[src/rtl/pldr_pkg.sv]
// shared constants for the macrocell register array and its register bus
package pldr_pkg;
	// ==========================================
	// geometry
	localparam int NUM_PINS = 10;
	localparam int NUM_REGS = 20;
	localparam int DATA_W = 32;
	localparam int ADDR_W = 8;
	localparam int NATIVE_FUSES = 14504;

	// ==========================================
	// register offsets (byte addresses)
	localparam logic [ADDR_W-1:0] OFF_CTRL = 8'h00;
	localparam logic [ADDR_W-1:0] OFF_TYPE = 8'h04;
	localparam logic [ADDR_W-1:0] OFF_CLKSEL = 8'h08;
	localparam logic [ADDR_W-1:0] OFF_POLARITY = 8'h0C;
	localparam logic [ADDR_W-1:0] OFF_SIGNATURE = 8'h10;
	localparam logic [ADDR_W-1:0] OFF_REGSTATE = 8'h14;
	localparam logic [ADDR_W-1:0] OFF_PWRSTAT = 8'h18;

	// ==========================================
	// field positions
	localparam int CTRL_LEGACY_BIT = 0;
	localparam int CTRL_KEEPER_BIT = 1;
	localparam int CTRL_SECURE_BIT = 2;
	localparam int PWR_BUSY_BIT = 0;

	// ==========================================
	// reset values
	localparam logic CTRL_LEGACY_RESET = 1'b0;
	localparam logic CTRL_KEEPER_RESET = 1'b0;
	localparam logic CTRL_SECURE_RESET = 1'b0;
	localparam logic [NUM_REGS-1:0] TYPE_RESET = 20'h00000;
	localparam logic [NUM_REGS-1:0] CLKSEL_RESET = 20'h00000;
	localparam logic [NUM_PINS-1:0] POLARITY_RESET = 10'h000;
	localparam logic [DATA_W-1:0] SIGNATURE_RESET = 32'h00000000;
	localparam logic [DATA_W-1:0] SECURED_READ = 32'hFFFFFFFF;

	// ==========================================
	// timing
	localparam int CLK_NS = 4;
	localparam int PWRUP_NS = 1000;
	// longest time: round down, at least one cycle
	localparam int PWRUP_CYCLES = (PWRUP_NS / CLK_NS) < 1 ? 1 : (PWRUP_NS / CLK_NS);
	localparam int PWR_CNT_W = $clog2(PWRUP_CYCLES + 1);
endpackage

[src/rtl/pldr_cell.sv]
// one flip-flop of the array with its own clock, reset and data terms
`timescale 1ns/10ps
module pldr_cell
(
	input wire logic pclk,
	input wire logic presetn,
	input wire logic ce,
	input wire logic run,
	input wire logic t_type,
	input wire logic pin_sel,
	input wire logic pin_clk_rise,
	input wire logic sum_term,
	input wire logic reset_term,
	input wire logic clk_term,
	input wire logic preset,
	output logic q,
	output logic tick
);
	// ==========================================
	// state
	typedef struct packed
	{
		logic q;
		logic clk_prev;
	} pldr_cell_state_t;

	pldr_cell_state_t st;
	pldr_cell_state_t next_st;

	// clock source chosen per flop
	assign tick = run & (pin_sel ? pin_clk_rise : (clk_term & ~st.clk_prev));

	always_comb
	begin
		next_st = st;
		next_st.clk_prev = clk_term;
		if (reset_term)
		begin
			// whole flop cleared, nothing held back for release
			next_st.q = 1'b0;
		end
		else if (tick)
		begin
			if (preset)
			begin
				next_st.q = 1'b1;
			end
			else if (t_type)
			begin
				next_st.q = st.q ^ sum_term;
			end
			else
			begin
				next_st.q = sum_term;
			end
		end
	end

	always_ff @(posedge pclk or negedge presetn)
	begin
		if (!presetn)
		begin
			next_st_reset: st <= '0;
		end
		else if (ce)
		begin
			st <= next_st;
		end
	end

	// reset acts at once, without waiting for an edge
	assign q = st.q & ~reset_term;
endmodule

[src/rtl/pldr_keeper.sv]
// bus-friendly hold of the last driven level on one input pin
`timescale 1ns/10ps
module pldr_keeper
(
	input wire logic pclk,
	input wire logic presetn,
	input wire logic ce,
	input wire logic keep_en,
	input wire logic pin_level,
	input wire logic pin_driven,
	output logic level
);
	// ==========================================
	// state
	typedef struct packed
	{
		logic held;
	} pldr_keeper_state_t;

	pldr_keeper_state_t st;
	pldr_keeper_state_t next_st;

	always_comb
	begin
		next_st = st;
		if (pin_driven)
		begin
			next_st.held = pin_level;
		end
	end

	always_ff @(posedge pclk or negedge presetn)
	begin
		if (!presetn)
		begin
			st <= '0;
		end
		else if (ce)
		begin
			st <= next_st;
		end
	end

	// a floating pin without keeper reads low
	assign level = pin_driven ? pin_level : (keep_en & st.held);

	property p_keep_hold;
		@(posedge pclk) disable iff (!presetn)
		(ce && keep_en && pin_driven) ##1 (!pin_driven && keep_en) |-> level == $past(pin_level);
	endproperty
	a_keep_hold: assert property (p_keep_hold) else $error("keeper lost the last driven level");
endmodule

[src/rtl/pldr_array.sv]
// register array of a programmable logic device with apb configuration port
//
// Overview of operation
// - all registers clear at power-up, no clock
// - pin level is cleared register through polarity
// - each flop selectable D or T type
// - each flop clocked by term or pin
// - two flops per output cell, twenty
// - private sum, reset, clock term per flop
// - pins have input path apart from feedback
// - every register fed back separately
// - each pin enabled by own term
// - shared synchronous preset sets on clock
// - private asynchronous reset clears flop at once
// - reset clears whole flop, no stale value
// - legacy mode: D, term clock, no second feedback
// - legacy: signature zero, keepers off
// - native map: signature writable, keeper bit
// - secured: configuration reads back all ones
// - keeper holds last driven level
//
// Design decisions made here: the APB interface to the registers and the address map.
`timescale 1ns/10ps
module pldr_array
#(
	parameter int NUM_PINS = pldr_pkg::NUM_PINS,
	parameter int NUM_REGS = pldr_pkg::NUM_REGS
)
(
	input wire logic pclk,
	input wire logic presetn,
	input wire logic ce,
	input wire logic psel,
	input wire logic penable,
	input wire logic pwrite,
	input wire logic [pldr_pkg::ADDR_W-1:0] paddr,
	input wire logic [pldr_pkg::DATA_W-1:0] pwdata,
	output logic [pldr_pkg::DATA_W-1:0] prdata,
	output logic pready,
	output logic pslverr,
	input wire logic clk_pin,
	input wire logic [NUM_REGS-1:0] sum_term,
	input wire logic [NUM_REGS-1:0] reset_term,
	input wire logic [NUM_REGS-1:0] clk_term,
	input wire logic preset_term,
	input wire logic [NUM_PINS-1:0] oe_term,
	output logic [NUM_REGS-1:0] reg_feedback,
	input wire logic [NUM_PINS-1:0] io_in,
	input wire logic [NUM_PINS-1:0] io_in_driven,
	output logic [NUM_PINS-1:0] io_out,
	output logic [NUM_PINS-1:0] io_oe,
	output logic [NUM_PINS-1:0] pin_to_array,
	output logic powerup_busy
);
	// ==========================================
	// elaboration checks
	generate
		if (NUM_REGS != 2 * NUM_PINS)
		begin : g_bad_cells
			$error("pldr_array needs exactly two flops per output cell");
		end
		if (NUM_REGS > pldr_pkg::DATA_W || NUM_PINS < 1)
		begin : g_bad_width
			$error("pldr_array register count does not fit one bus word");
		end
	endgenerate

	// ==========================================
	// state
	typedef struct packed
	{
		logic legacy;
		logic keeper;
		logic secure;
		logic [NUM_REGS-1:0] t_type;
		logic [NUM_REGS-1:0] clksel;
		logic [NUM_PINS-1:0] polarity;
		logic [pldr_pkg::DATA_W-1:0] signature;
		logic [pldr_pkg::PWR_CNT_W-1:0] pwr_cnt;
		logic pin_prev;
		logic [pldr_pkg::DATA_W-1:0] rdata;
		logic err;
	} pldr_array_state_t;

	pldr_array_state_t st;
	pldr_array_state_t next_st;

	logic [NUM_REGS-1:0] q;
	logic [NUM_REGS-1:0] tick;
	logic [NUM_REGS-1:0] type_eff;
	logic [NUM_REGS-1:0] clksel_eff;
	logic [NUM_REGS-1:0] second_mask;
	logic keeper_eff;
	logic run;
	logic pin_clk_rise;
	logic setup_phase;
	logic access_wr;
	logic [pldr_pkg::DATA_W-1:0] rd_word;
	logic rd_err;

	// ==========================================
	// effective configuration
	// legacy image: plain D flops on product-term clocks only
	assign type_eff = st.legacy ? '0 : st.t_type;
	assign clksel_eff = st.legacy ? '0 : st.clksel;
	assign keeper_eff = st.keeper & ~st.legacy;
	assign run = (st.pwr_cnt == '0);
	assign powerup_busy = ~run;
	assign pin_clk_rise = clk_pin & ~st.pin_prev;

	// odd flops are the second register of each cell
	generate
		for (genvar m = 0; m < NUM_REGS; m++)
		begin : g_mask
			assign second_mask[m] = (m % 2 == 1) ? ~st.legacy : 1'b1;
		end
	endgenerate

	// ==========================================
	// flops, one per sum term
	generate
		for (genvar i = 0; i < NUM_REGS; i++)
		begin : g_cell
			pldr_cell u_cell
			(
				.pclk(pclk),
				.presetn(presetn),
				.ce(ce),
				.run(run),
				.t_type(type_eff[i]),
				.pin_sel(clksel_eff[i]),
				.pin_clk_rise(pin_clk_rise),
				.sum_term(sum_term[i]),
				.reset_term(reset_term[i]),
				.clk_term(clk_term[i]),
				.preset(preset_term),
				.q(q[i]),
				.tick(tick[i])
			);
		end
	endgenerate

	// each register reaches the array on its own line
	assign reg_feedback = q & second_mask;

	// ==========================================
	// pins
	generate
		for (genvar p = 0; p < NUM_PINS; p++)
		begin : g_pin
			pldr_keeper u_keeper
			(
				.pclk(pclk),
				.presetn(presetn),
				.ce(ce),
				.keep_en(keeper_eff),
				.pin_level(io_in[p]),
				.pin_driven(io_in_driven[p]),
				.level(pin_to_array[p])
			);
			// first flop of the cell faces the pin
			assign io_out[p] = q[2 * p] ^ st.polarity[p];
		end
	endgenerate

	assign io_oe = oe_term;

	// ==========================================
	// apb decode
	assign setup_phase = psel & ~penable;
	assign access_wr = psel & penable & pwrite;
	assign pready = psel & penable;
	assign prdata = st.rdata;
	assign pslverr = st.err & psel & penable;

	always_comb
	begin
		rd_word = '0;
		rd_err = 1'b0;
		if (paddr == pldr_pkg::OFF_CTRL)
		begin
			rd_word[pldr_pkg::CTRL_LEGACY_BIT] = st.legacy;
			rd_word[pldr_pkg::CTRL_KEEPER_BIT] = keeper_eff;
			rd_word[pldr_pkg::CTRL_SECURE_BIT] = st.secure;
		end
		else if (paddr == pldr_pkg::OFF_TYPE)
		begin
			rd_word[NUM_REGS-1:0] = type_eff;
		end
		else if (paddr == pldr_pkg::OFF_CLKSEL)
		begin
			rd_word[NUM_REGS-1:0] = clksel_eff;
		end
		else if (paddr == pldr_pkg::OFF_POLARITY)
		begin
			rd_word[NUM_PINS-1:0] = st.polarity;
		end
		else if (paddr == pldr_pkg::OFF_SIGNATURE)
		begin
			rd_word = st.signature;
		end
		else if (paddr == pldr_pkg::OFF_REGSTATE)
		begin
			rd_word[NUM_REGS-1:0] = q;
		end
		else if (paddr == pldr_pkg::OFF_PWRSTAT)
		begin
			rd_word[pldr_pkg::PWR_BUSY_BIT] = powerup_busy;
		end
		else
		begin
			rd_err = 1'b1;
		end
		// copy protection hides every configuration word
		if (st.secure && paddr <= pldr_pkg::OFF_SIGNATURE && !rd_err)
		begin
			rd_word = pldr_pkg::SECURED_READ;
		end
	end

	// ==========================================
	// next state
	always_comb
	begin
		next_st = st;
		next_st.pin_prev = clk_pin;
		if (!run)
		begin
			// clocks ignored until the reset interval ends
			next_st.pwr_cnt = st.pwr_cnt - 1'b1;
		end
		if (setup_phase)
		begin
			next_st.rdata = pwrite ? '0 : rd_word;
			next_st.err = rd_err & ~pwrite;
			if (pwrite)
			begin
				next_st.err = ~(paddr <= pldr_pkg::OFF_SIGNATURE);
			end
		end
		// writes are frozen once secured, so the fuse goes last
		if (access_wr && !st.secure)
		begin
			if (paddr == pldr_pkg::OFF_CTRL)
			begin
				next_st.legacy = pwdata[pldr_pkg::CTRL_LEGACY_BIT];
				next_st.keeper = pwdata[pldr_pkg::CTRL_KEEPER_BIT];
				next_st.secure = pwdata[pldr_pkg::CTRL_SECURE_BIT];
			end
			else if (paddr == pldr_pkg::OFF_TYPE)
			begin
				next_st.t_type = pwdata[NUM_REGS-1:0];
			end
			else if (paddr == pldr_pkg::OFF_CLKSEL)
			begin
				next_st.clksel = pwdata[NUM_REGS-1:0];
			end
			else if (paddr == pldr_pkg::OFF_POLARITY)
			begin
				next_st.polarity = pwdata[NUM_PINS-1:0];
			end
			else if (paddr == pldr_pkg::OFF_SIGNATURE)
			begin
				next_st.signature = pwdata;
			end
		end
		if (next_st.legacy)
		begin
			// legacy image carries no signature and no keepers
			next_st.signature = '0;
			next_st.keeper = 1'b0;
		end
	end

	always_ff @(posedge pclk or negedge presetn)
	begin
		if (!presetn)
		begin
			st.legacy <= pldr_pkg::CTRL_LEGACY_RESET;
			st.keeper <= pldr_pkg::CTRL_KEEPER_RESET;
			st.secure <= pldr_pkg::CTRL_SECURE_RESET;
			st.t_type <= pldr_pkg::TYPE_RESET;
			st.clksel <= pldr_pkg::CLKSEL_RESET;
			st.polarity <= pldr_pkg::POLARITY_RESET;
			st.signature <= pldr_pkg::SIGNATURE_RESET;
			st.pwr_cnt <= pldr_pkg::PWR_CNT_W'(pldr_pkg::PWRUP_CYCLES);
			st.pin_prev <= 1'b0;
			st.rdata <= '0;
			st.err <= 1'b0;
		end
		else if (ce)
		begin
			st <= next_st;
		end
	end

	// ==========================================
	// checks
	property p_pwr_clear;
		@(posedge pclk) disable iff (!presetn)
		powerup_busy |-> (q == '0) && (tick == '0);
	endproperty
	a_pwr_clear: assert property (p_pwr_clear) else $error("register moved during power-up reset");

	property p_pin_polarity;
		@(posedge pclk) disable iff (!presetn)
		powerup_busy |-> io_out == st.polarity;
	endproperty
	a_pin_polarity: assert property (p_pin_polarity) else $error("pin level ignores buffer polarity");

	property p_async_reset;
		@(posedge pclk) disable iff (!presetn)
		(ce && reset_term != '0) |=> ((q & $past(reset_term)) == '0);
	endproperty
	a_async_reset: assert property (p_async_reset) else $error("reset term did not clear its flop");

	property p_preset;
		@(posedge pclk) disable iff (!presetn)
		(ce && preset_term && tick != '0) |=> ((q | reset_term) & $past(tick & ~reset_term)) == $past(tick & ~reset_term);
	endproperty
	a_preset: assert property (p_preset) else $error("preset did not set a clocked register");

	property p_d_load;
		@(posedge pclk) disable iff (!presetn)
		(ce && !preset_term && (tick & ~type_eff & ~reset_term) != '0) |=>
			((q ^ $past(sum_term)) & $past(tick & ~type_eff & ~reset_term) & ~reset_term) == '0;
	endproperty
	a_d_load: assert property (p_d_load) else $error("D flop did not load its sum term");

	property p_t_toggle;
		@(posedge pclk) disable iff (!presetn)
		(ce && !preset_term && (tick & type_eff & ~reset_term) != '0) |=>
			((q ^ ($past(q) ^ $past(sum_term))) & $past(tick & type_eff & ~reset_term) & ~reset_term) == '0;
	endproperty
	a_t_toggle: assert property (p_t_toggle) else $error("T flop did not toggle on its sum term");

	property p_legacy_subset;
		@(posedge pclk) disable iff (!presetn)
		st.legacy |-> (type_eff == '0) && (clksel_eff == '0) && ((reg_feedback & {NUM_PINS{2'b10}}) == '0);
	endproperty
	a_legacy_subset: assert property (p_legacy_subset) else $error("legacy mode left extended features on");

	property p_legacy_clean;
		@(posedge pclk) disable iff (!presetn)
		$rose(st.legacy) |-> (st.signature == '0) && !keeper_eff;
	endproperty
	a_legacy_clean: assert property (p_legacy_clean) else $error("legacy mode kept signature or keepers");

	property p_secure_read;
		@(posedge pclk) disable iff (!presetn)
		(ce && st.secure && setup_phase && !pwrite && paddr <= pldr_pkg::OFF_SIGNATURE) |=>
			prdata == pldr_pkg::SECURED_READ;
	endproperty
	a_secure_read: assert property (p_secure_read) else $error("secured configuration read back in clear");

	property p_oe_follow;
		@(posedge pclk) disable iff (!presetn)
		io_oe == oe_term;
	endproperty
	a_oe_follow: assert property (p_oe_follow) else $error("pin enable not driven by its own term");
endmodule

[config.mk]
export PLATFORM = sky130hd
export DESIGN_NAME = pldr_array
export DESIGN_NICKNAME = d
export VERILOG_FILES = /design/src/rtl/pldr_pkg.sv /design/src/rtl/pldr_cell.sv /design/src/rtl/pldr_keeper.sv /design/src/rtl/pldr_array.sv
export SDC_FILE = /design/constraint.sdc
export NUM_CORES = 1
export LEC_CHECK = 0
export ABC_AREA = 1
export BUFFER_PORTS_ARGS = -buffer_cell sky130_fd_sc_hd__buf_2
export CAP_MARGIN = 10
export CELL_PAD_IN_SITES_DETAIL_PLACEMENT = 2
export CELL_PAD_IN_SITES_GLOBAL_PLACEMENT = 2
export CORE_MARGIN = 2
export CORE_UTILIZATION = 27
export DETAILED_ROUTE_END_ITERATION = 8
export GPL_TIMING_DRIVEN = 1
export HOLD_SLACK_MARGIN = 0.03
export PLACE_DENSITY_LB_ADDON = 0.1
export SLEW_MARGIN = 20
export SYNTH_ARGS = -nofsm -noshare
export SYNTH_HDL_FRONTEND = slang
export SYNTH_SLANG_ARGS = --single-unit
[constraint.sdc]
create_clock -name pclk -period 1.83 [get_ports pclk]
set_input_delay 0.366 -clock pclk [delete_from_list [all_inputs] [get_ports pclk]]
set_output_delay 0.366 -clock pclk [all_outputs]
set_load 0.03 [all_outputs]
Yosys cells after proc, flatten, opt, wreduce, memory -nomap -nowiden
Cells that the tools add are included.

Flip-flop bits (word level): 177. Input port bits: 138. Output and inout port bits: 85. Logic and storage cells: 446.

Add/subtract/negate cells: 1. Magnitude comparators: 1. Equality and inequality tests: 10. Muxes and demuxes: 147. Bitwise operators: 158. Reduce and logical (&&, ||, !) cells: 68.

Operators with widths (number): 2-to-1 mux 32 bit (5); 2-to-1 mux 20 bit (7); 2-to-1 mux 1 bit (121); 2-to-1 mux 85 bit (1); 2-to-1 mux 82 bit (1); bitwise AND 1 bit (78); AND reduction 2 bit (32); 2-to-1 mux 62 bit (1); inverter 1 bit (49); nonzero test 2 bit (23); 2-to-1 mux 42 bit (1); 2-to-1 mux 12 bit (3); XOR 1 bit (30); 2-to-1 mux 29 bit (1); equality test 8 x 5 -> 1 bit (second input constant) (3); 2-to-1 mux 22 bit (1); bitwise AND 20 bit (1); 2-to-1 mux 10 bit (2); 2-to-1 mux 19 bit (1); equality test 8 x 4 -> 1 bit (second input constant) (2); zero test 8 bit (2); equality test 8 x 3 -> 1 bit (second input constant) (1); <= comparator 8 x 5 -> 1 bit (second input constant) (1); != test 2 bit (second input constant) (4); other kinds (9) (14).

Logic depth before layout (Yosys ltp)
Gate-level depths: netlist (run 1).

Depth after elaboration: 12. Gate-level depth with buffers: 13. Depth with buffers taken out: 12.

Modules after synthesis
A second synthesis (run 1) with hierarchy kept.

Cells, all modules: 1641. Area total of the unflattened synthesis: 11197.0 µm².

By module, submodules not included: pldr_array (instances 1, cells an instance 951, area an instance 7293.2 µm², sequential area each 3185.6 µm²); pldr_cell (instances 20, cells an instance 30, area an instance 166.4 µm², sequential area each 50.0 µm²); pldr_keeper (instances 10, cells an instance 9, area an instance 57.6 µm², sequential area each 25.0 µm²).

Worst setup path after synthesis (run 1)
Ideal clock, no wire load.

Kind: flip-flop to output port. Start: reg st[126] in the netlist's numbering. End: out reg_feedback[19]. Data arrival time: 1609 ps. Data required time: 1464 ps. Slack: -145 ps. Stages on the path, launching flop included: 5. Path buffers: 3. Cells stage by stage: dfrtp_1 clkbuf_1 clkbuf_1 clkbuf_1 nor3_1.

Longest elaborated chain between the ends: 2.

Ends and longest elaborated chain: start, declared (line pldr_array.sv:85) `pldr_array_state_t st;`; start signal, assigned (line pldr_array.sv:293) `st <= next_st;`; inverter 1 bit (line pldr_array.sv:115) `assign second_mask[m] = (m % 2 == 1) ? ~st.legacy : 1'b1;`; bitwise AND 20 bit (line pldr_array.sv:144) `assign reg_feedback = q & second_mask;`; end, declared (line pldr_array.sv:47) `output logic [NUM_REGS-1:0] reg_feedback,`.

Every way passes these cells.

Worst setup path after layout (run 1)
Start: reg st[126] in the netlist's numbering. End: out pin_to_array[7].

Longest elaborated chain between the ends: 4.

Ends and longest elaborated chain: inverter 1 bit (line pldr_array.sv:106) `assign keeper_eff = st.keeper & ~st.legacy;`; bitwise AND 1 bit (line pldr_array.sv:106); bitwise AND 1 bit (line pldr_keeper.sv:45) `assign level = pin_driven ? pin_level : (keep_en & st.held);`; 2-to-1 mux 1 bit (line pldr_keeper.sv:45); end, declared (line pldr_array.sv:52) `output logic [NUM_PINS-1:0] pin_to_array,`.

Every way passes these cells.

==> results.yml, run 1 <==
sta:
  rsz0062_at_grt: "yes"
  setup_viol: 21
  timing_hold_violations_final: 0
  period_share: 1.10
  worst_slack_ps: -183
  tightest_slew_ps: 709
  max_freq_mhz: 497
  finalHoldWorstSlack_ps: 150
  clock-skew-final_ps: 8.10
  finalSetupTns_ps: -2750
  max_slew_margin: 0.526
  slew_violations: 0
  timing.final.crit_period_ps: 2010
worst_setup_path:
  end_kind: "output pin"
  path_delay_family: "flip-flops"
  path_depth: 5
  cpMostUsedCell: "buf_6"
  ff2ff_path_depth: 10
  cp_slowest_cell: "dfrtp_2"
  path_class: "reg -> out"
  worst-path-buf-inv: 2
  crit_fanout: 5
  crit_arrival_ps: 1650
  r2r_slack_ps: 70
  cpPeakStageDelay_ps: 440
  crit_required_ps: 1460
  r2r-start: "st[126]"
  path_cells: "nor2_4 > buf_6 > nand2_2 > o21ai_2 > buf_6"
  critPathLaunchType: "register"
  timing.rr.end: "prdata[10]"
clocking:
  htreeDepth: 4
  cts_buffer_depth: 2
  path_clk_slew_ps: 70
  cts_buffers: 17
  clk_latency_ps: 450
  clkSinkCount: 177
  cts_tree: "yes"
  root_buffer: "clkbuf_16"
yosys:
  synthDistinctLibCells: 35
  synth_top_area_cell: "dfrtp_1"
  synthCells: 1480
  synth_seq_cells: 177
  synth_nets: 1619
  yosysWarnings: 0
  ys_seq_area_frac: 0.431
  async_flop_share: 1.00
  synthFlopType: "dfrtp_1"
  synthesis.area_sq_mm: 0.0103
  synth_common_cells: "nand2_1, dfrtp_1, o21ai_0, inv_1, nor2_1"
  synth-edff-count: 0
  synth_area_leaders: "dfrtp_1, nand2_1, o21ai_0, inv_1, nor2_1"
  synth_top_cell_area_share: 0.416
  yosysMostFrequentCell: "nand2_1"
  syn_avg_cell_area_sq_um: 6.95
worst_hold_path:
  min-delay-start: "io_in_driven[5]"
  hp-class: "in -> reg"
  hold_path_end: "g_pin[5].u_keeper.st"
  worstHoldPathCells: 2
cells_and_area:
  final_area_sq_mm: 0.0134
  final_core_util: 0.356
  num_antenna_cells: 0
  fillers: 4472
  syn2layout_area_growth_pct: 29.9
  fin_nets: 1817
  drive_gt1_frac: 0.263
  finalNonFillerCells: 2202
power_and_ir_drop:
  power_density_mw_per_mm2: 779
  vdd_drop_max_uv: 728
  p_leak_nw: 7.07
  power.total_mw: 10.4
global_routing:
  grt_busiest_layer: "met2"
  grt_overflow: 0
  grt_max_degree: 47
  grt_usage: 0.221
  grt_use_met3: 0.0228
  use_met2: 0.388
  met1_usage: 0.286
  grt_pass1_wl_mm: 65.2
  grt_pass1_vias: 11100
  antenna_found_initial: 0
die:
  die_w_um: 199
  coreArea_sq_mm: 0.0376
  start_util: 0.274
  rows: 71
  fp.dieArea_sq_mm: 0.0397
  ios: 223
  die_h_um: 199
routing:
  drt_first_pass_iters: 4
  wl_mm: 42.9
  vias: 10400
  drc: 0
  wire_per_inst_um: 19.5
  dr.first_iter.drc_count: 345
  vias_per_cell: 4.71
  ant_nets: 0
placed_design:
  preCtsSetupSlack_ps: -159
  gp_congestion: 0.831
  portBuffers: 202
  dpl.hpwl_mm: 32.2
  placedCellCount: 2144
  place_area_sq_mm: 0.0120
job:
  cap_violations: 0
outcome:
  violations: "negative setup slack"
  status: "complete, but fails checks"
logic make-up (layout without fill, tap and decap cells):
kind of cell	after synthesis	in the layout	share of synthesized area
XOR/XNOR	17	17	0.0145
multiplexers	1	1	0.00109
adder cells (fa/ha/maj)	1	1	0.00122
AO/OA/AOI/OAI	220	220	0.109
flip-flops	177	177	0.431
buffers and inverters	285	495	0.134
AND/OR/NAND/NOR	779	780	0.309
how the worst max path moves through the flow:
| stage | startpoint | end | slack [ps] |
|---|---|---|---|
| floorplan | st[126] | reg_feedback[19] | -150 |
| global placement | paddr[6] | prdata[1] | -80 |
| detailed placement | paddr[7] | st[42] | -160 |
| CTS | st[126] | pin_to_array[2] | -190 |
| global route | st[126] | pin_to_array[7] | -220 |
| finish | st[126] | pin_to_array[7] | -180 |
state kept, by name, summed over array words and instances, names as in the netlist:
register and count:
st 95, g_cell.u_cell.st 40, prdata 32, g_pin.u_keeper.st 10
routing by layer:
layer | share of wire | vias to the layer above
met5 | 0 | -
li1 | - | 4974
met2 | 0.51 | 155
met4 | 0.016 | 0
met1 | 0.45 | 5203
met3 | 0.023 | 35
repair_timing:
item,CTS,global route
pin swaps,9,23
endpoints found under the hold margin,34,0
resized for setup,92,103
cloned,2,2
setup buffers,15,6
setup endpoints to repair,35,87
hold buffers,1,0
area by class of cell:
class	count	area [sq um]	share of cell area
multi-input combinational	1019	4860	0.364
sequential	177	4440	0.332
timing repair buffer	302	2210	0.166
tap	511	639	0.0478
inverter	161	612	0.0458
clock buffer	23	468	0.0350
clock inverter	9	131	0.00983
report_power, final:
group	switching [mW]	internal, mW
Sequential	0.183	4.18
Clock	1.67	2.22
Combinational	1.32	0.842
Total	3.17	7.24
layout by cell type, fill, tap and decap left out, types with 2 or more instances in the layout:
cell	synthesis	routed
a21oi_1	24	24
a31oi_1	9	9
buf_12	0	18
buf_2	23	172
buf_4	68	84
buf_6	3	21
buf_8	0	3
bufinv_16	0	3
clkbuf_1	26	4
clkbuf_16	0	18
clkbuf_8	0	3
clkinv_2	0	2
clkinvlp_4	0	3
dfrtp_1	171	170
dfstp_2	6	6
inv_1	153	145
inv_2	8	14
nand2_1	501	487
nand2_2	5	17
nand2_4	1	2
nand2_8	0	2
nand3_1	95	94
nand3_2	3	4
nand3b_1	2	2
nor2_1	139	108
nor2_2	7	22
nor2_4	3	19
nor3_1	18	10
nor3_2	0	4
nor3_4	1	5
nor4_1	2	2
o211ai_1	3	3
o21ai_0	154	127
o21ai_1	28	45
o21ai_2	0	10
xnor2_2	0	4
xor2_1	12	11
(Power assumes the default switching activity.)
==> inputs of run 2 (changes only) <==
- CORE_UTILIZATION: 27 -> 28
- SYNTH_HIERARCHICAL: not set -> 1
==> run 2 against run 1 <==
The flow still finishes with violations (negative setup slack). Worst setup slack improved by 74 ps. Global-route usage increased by 0.23 points. Flip-flop and latch count unchanged. Largest power group unchanged. Non-clock buffer count increased by 37. Final cell count increased by 11%. Largest cell class unchanged. Sequential power decreased by 3%. Combinational power decreased by 18%. Clock power decreased by 9.5%. Via count increased by 10%. Wire length increased by 7.1%. Total power decreased by 8.5%.
==> results.yml, run 2 <==
cells_and_area:
  final_core_util: 0.371
  largest_reg_flops: 95
  top_register: "st"
  syn2layout_area_growth_pct: 31.2
  final_area_sq_mm: 0.0147
  layout_commonest_cell: "nand2_1"
  finalNonFillerCells: 2436
  drive_gt1_frac: 0.297
  num_antenna_cells: 0
  fin_nets: 2037
  most-common-layout-cells: "nand2_1, inv_1, dfrtp_1"
worst_setup_path:
  crit_arrival_ps: 1570
  end_kind: "output pin"
  crit_required_ps: 1460
  cp-startpoint: "st[126]"
  path_class: "reg -> out"
  ff2ff_path_depth: 15
  critPathLaunchType: "register"
  r2r-start: "st[34]"
  crit_fanout: 18
yosys:
  async_flop_share: 1.00
  synthesis.area_sq_mm: 0.0112
  synthDistinctLibCells: 36
  synth_common_cells: "nand2_1, inv_1, dfrtp_1, nor2_1, nand3_1"
  synth_top_area_cell: "dfrtp_1"
  ys_seq_area_frac: 0.396
  synth_area_leaders: "dfrtp_1, nand2_1, inv_1, nand3_1, nand4_1"
  yosysWarnings: 6
  synth_top_cell_area_share: 0.382
  synthFlopType: "dfrtp_1"
  synth_seq_cells: 177
  syn_avg_cell_area_sq_um: 6.82
  synthCells: 1641
  yosysMostFrequentCell: "nand2_1"
  synth_nets: 1780
  synth-edff-count: 0
clocking:
  clk_latency_ps: 450
  path_clk_slew_ps: 70
  htreeDepth: 4
  cts_buffers: 17
  cts_buffer_depth: 2
  root_buffer: "clkbuf_16"
  cts_tree: "yes"
  clkSinkCount: 177
die:
  start_util: 0.282
  fp.dieArea_sq_mm: 0.0416
  die_w_um: 204
  die_h_um: 204
  ios: 223
  coreArea_sq_mm: 0.0396
  rows: 73
global_routing:
  grt_usage: 0.223
  antenna_found_initial: 6
  grt_max_degree: 56
  grt_pass1_wl_mm: 71.0
  grt_overflow: 0
  grt_pass1_vias: 12500
routing:
  ant_nets: 0
  drt_first_pass_iters: 4
  wire_per_inst_um: 18.9
  drc: 0
  vias_per_cell: 4.70
  vias: 11400
  wl_mm: 46.0
  dr.first_iter.drc_count: 463
sta:
  max_freq_mhz: 516
  slew_violations: 0
  worst_slack_ps: -109
  timing.final.crit_period_ps: 1940
  finalSetupTns_ps: -1930
  timing_hold_violations_final: 0
  setup_viol: 39
  tightest_slew_ps: 497
  rsz0062_at_grt: "yes"
  period_share: 1.06
  max_slew_margin: 0.669
  clock-skew-final_ps: 14.9
power_and_ir_drop:
  swShare: 0.296
  clkPwrFrac: 0.369
  seq_power_share: 0.445
  combPwrFrac: 0.186
  p_int_mw: 6.71
  p_leak_nw: 7.67
  vdd_drop_max_uv: 641
  power_density_mw_per_mm2: 649
  switchingPower_mw: 2.82
worst_hold_path:
  hp-class: "in -> reg"
  worstHoldPathCells: 3
  min-delay-start: "clk_term[14]"
placed_design:
  portBuffers: 202
  placedCellCount: 2367
  gp_congestion: 0.797
  preCtsSetupSlack_ps: -157
  place_area_sq_mm: 0.0133
  dpl.hpwl_mm: 33.2
outcome:
  status: "complete, but fails checks"
  violations: "negative setup slack"
job:
  cap_violations: 0
[run 2: power by group through the flow]
stage / clock network, mW / logic (mW) / registers (mW)
floorplan: 0 / 0.800 / 4.29
global placement: 0 / 1.47 / 4.30
detailed placement: 0 / 1.53 / 4.31
CTS: 3.65 / 1.69 / 4.24
global route: 3.77 / 2.00 / 4.27
finish: 3.52 / 1.77 / 4.24
[run 2: path summary, 6_finish.rpt]
path / endpoint / slack (ps)
max: reg_feedback[13] / -110
min: g_cell[14].u_cell/st[0] / 160
max reg2reg: g_cell[5].u_cell/st[1] / -90
min reg2reg: g_pin[8].u_keeper/st / 480
max in group asynchronous: st[35] / 820
min in group asynchronous: g_cell[9].u_cell/st[1] / 350
[run 2: repair_timing]
action                                  CTS  global route
endpoints found under the setup margin   52            73
setup buffers                            18            13
pin swaps                                 4            36
resized for setup                        86            79
hold endpoints to repair                 18             0
gates cloned                              2             3
hold buffers                              1             0
[run 2: final cells by class]
class	instances	area (sq um)
multi-input combinational	1083	5350
timing repair buffer	339	2640
sequential	177	4440
inverter	280	1080
clock buffer	26	499
clock inverter	6	32.5
fill	4731	25000
tap	525	657
[run 2: worst max-delay path, cell delays in order (launching register included)]
cell and delay (ps):
dfrtp_2 450, buf_4 160, buf_12 150, nor2_2 190, buf_6 150
[run 2: cell families (layout without fill, tap and decap cells)]
family	count (synthesis)	count (layout)	share of synthesized area
buf+inv	381	651	0.154
flops	177	177	0.396
xor+xnor	17	17	0.0133
fa+ha+maj	1	1	0.00112
simple gates	887	887	0.344
compound gates	178	178	0.0920
[run 2: through the flow]
stage / power (mW) / hold WS, ps
after global placement: 5.77 / 265
after CTS: 9.57 / 134
after floorplan: 5.09 / 70.4
final: 9.53 / 156
after global routing: 10.0 / 163
after detailed placement: 5.85 / 265
[run 2: routing by layer]
| metal | GRT usage | up-vias | share of wire |
|---|---|---|---|
| met1 | 0.283 | 5699 | 0.45 |
| met2 | 0.388 | 169 | 0.49 |
| met5 | 0 | - | 0.0012 |
| met4 | 0.0619 | 12 | 0.019 |
| li1 | - | 5513 | - |
| met3 | 0.0384 | 50 | 0.040 |
==> inputs of run 3 (changes only) <==
- CELL_PAD_IN_SITES_DETAIL_PLACEMENT: 2 -> 0
- CELL_PAD_IN_SITES_GLOBAL_PLACEMENT: 2 -> 1
- CORE_UTILIZATION: 28 -> 36
==> run 3 against run 2 <==
The flow still finishes with violations (negative setup slack). First-iteration DRC count is 41% higher. Final cell count is 5.3% lower. Largest cell class unchanged. Sequential power hardly changed. Flip-flop and latch count stayed put. Combinational power is 8% lower. Critical path type unchanged. Largest power group unchanged. Utilization is 11 points higher. Wire length is 20% lower. Design area is 0.90% lower.
==> results.yml, run 3 (synthesized netlist as in run 2, its figures left out) <==
outcome:
  status: "complete, but fails checks"
  violations: "negative setup slack"
placed_design:
  portBuffers: 202
  gp_congestion: 0.847
  placedCellCount: 2229
  dpl.hpwl_mm: 25.9
worst_setup_path:
  path_class: "reg -> out"
  end_kind: "output pin"
  path_delay_family: "flip-flops"
  path_depth: 7
  path_cells: "inv_2 > ha_4 > inv_2 > nor3_2 > nand2_2 > buf_4 > buf_6"
  worst-path-buf-inv: 4
  cp-startpoint: "st[35]"
  cp_slowest_cell: "dfstp_2"
  r2r_slack_ps: -50
  crit_end: "powerup_busy"
  ff2ff_path_depth: 13
  crit_fanout: 2
  crit_required_ps: 1460
  crit_arrival_ps: 1570
  r2r-start: "st[35]"
  cpPeakStageDelay_ps: 540
  cpMostUsedCell: "inv_2"
  timing.rr.end: "g_cell[3].u_cell/st[1]"
  critPathLaunchType: "register"
cells_and_area:
  syn2layout_area_growth_pct: 30.0
  drive_gt1_frac: 0.287
  layout_commonest_cell: "nand2_1"
  top_register: "st"
  most-common-layout-cells: "nand2_1, inv_1, dfrtp_1"
  largest_reg_flops: 95
  finalNonFillerCells: 2307
  fin_nets: 2035
worst_hold_path:
  hp-class: "in -> reg"
die:
  fp.dieArea_sq_mm: 0.0325
  coreArea_sq_mm: 0.0306
  die_w_um: 180
  rows: 64
  ios: 223
  die_h_um: 180
  start_util: 0.366
sta:
  max_slew_margin: 0.721
  worst_slack_ps: -107
  tightest_slew_ps: 417
  max_freq_mhz: 516
  setup_viol: 32
  rsz0062_at_grt: "yes"
  period_share: 1.06
  clock-skew-final_ps: 15.5
  timing_hold_violations_final: 0
  slew_violations: 0
  timing.final.crit_period_ps: 1940
global_routing:
  grt_pass1_wl_mm: 56.8
  grt_usage: 0.222
  grt_max_degree: 71
  grt_busiest_layer: "met2"
  use_met2: 0.356
  grt_pass1_vias: 10200
  met1_usage: 0.305
  grt_overflow: 0
  antenna_found_initial: 2
  grt_use_met3: 0.0457
routing:
  drt_first_pass_iters: 5
  wl_mm: 36.7
  vias_per_cell: 4.70
  dr.first_iter.drc_count: 652
  ant_nets: 0
  vias: 10800
  drc: 0
  wire_per_inst_um: 15.9
clocking:
  clk_latency_ps: 450
  htreeDepth: 4
  path_clk_slew_ps: 70
  cts_buffers: 17
  cts_buffer_depth: 2
  cts_tree: "yes"
  root_buffer: "clkbuf_16"
  clkSinkCount: 177
job:
  cap_violations: 0
power_and_ir_drop:
  power_density_mw_per_mm2: 653
  vdd_drop_max_uv: 556
  power.total_mw: 9.51
  p_leak_nw: 7.66
-- run 3: layer usage --
metal / wire length (um) / vias to the layer above / share of wire
li1: - / 5521 / -
met1: 17200 / 5031 / 0.47
met2: 16900 / 247 / 0.46
met3: 1930 / 36 / 0.053
met4: 684 / 0 / 0.019
met5: 0 / - / 0
-- run 3: layout make-up --
class / instances / area [sq um]
well taps: 396 / 495
repair buffers: 337 / 2610
diodes: 2 / 5.00
multi-input cells: 1083 / 5390
flip-flops and latches: 177 / 4440
clock inverters: 12 / 98.8
clock buffers: 20 / 467
inverters: 280 / 1050
fillers: 3191 / 16000
-- run 3: tightest hold or removal path, cell delays in order --
cell and delay, ps:
buf_2 100, nand2_1 50, o21ai_0 50
-- run 3: worst min path at each step --
stage / cells past startpoint / start / end / slack [ps]
after global routing: 3 / clk_term[9] / g_cell[9].u_cell/st[0] / 150
after floorplan: 0 / presetn / g_cell[0].u_cell/st[0] / 70
final: 3 / clk_term[4] / g_cell[4].u_cell/st[0] / 160
after global placement: 1 / presetn / g_cell[3].u_cell/st[1] / 300
after detailed placement: 1 / presetn / g_cell[3].u_cell/st[1] / 300
after CTS: 3 / clk_term[13] / g_cell[13].u_cell/st[0] / 140
-- run 3: what timing repair did --
action,CTS,global route
endpoints found under the setup margin,41,55
endpoints found under the hold margin,20,0
cloned,1,3
hold buffers,1,0
resized for setup,80,84
pin swaps,4,14
buffers inserted,13,27
-- run 3: metrics by stage --
stage / hold slack (ps) / cell area, sq um / TNS, ps / setup WS, ps / utilization
2_1_floorplan: 70.4 / 11200 / -1240 / -72.0 / -
3_3_place_gp: 300 / 13000 / -3710 / -96.0 / 0.425
3_5_place_dp: 301 / 13000 / -3210 / -123 / 0.425
4_1_cts: 137 / 14000 / -977 / -52.5 / 0.458
5_1_grt: 150 / 14600 / -4890 / -180 / 0.476
6_report: 156 / 14600 / -1230 / -107 / 0.476
-- run 3: where the power goes --
group	internal (mW)	switching [mW]	total [mW]	leakage, nW
registers	4.13	0.108	4.24	2.38
logic	0.662	0.963	1.63	4.99
clock network	1.88	1.77	3.65	0.280
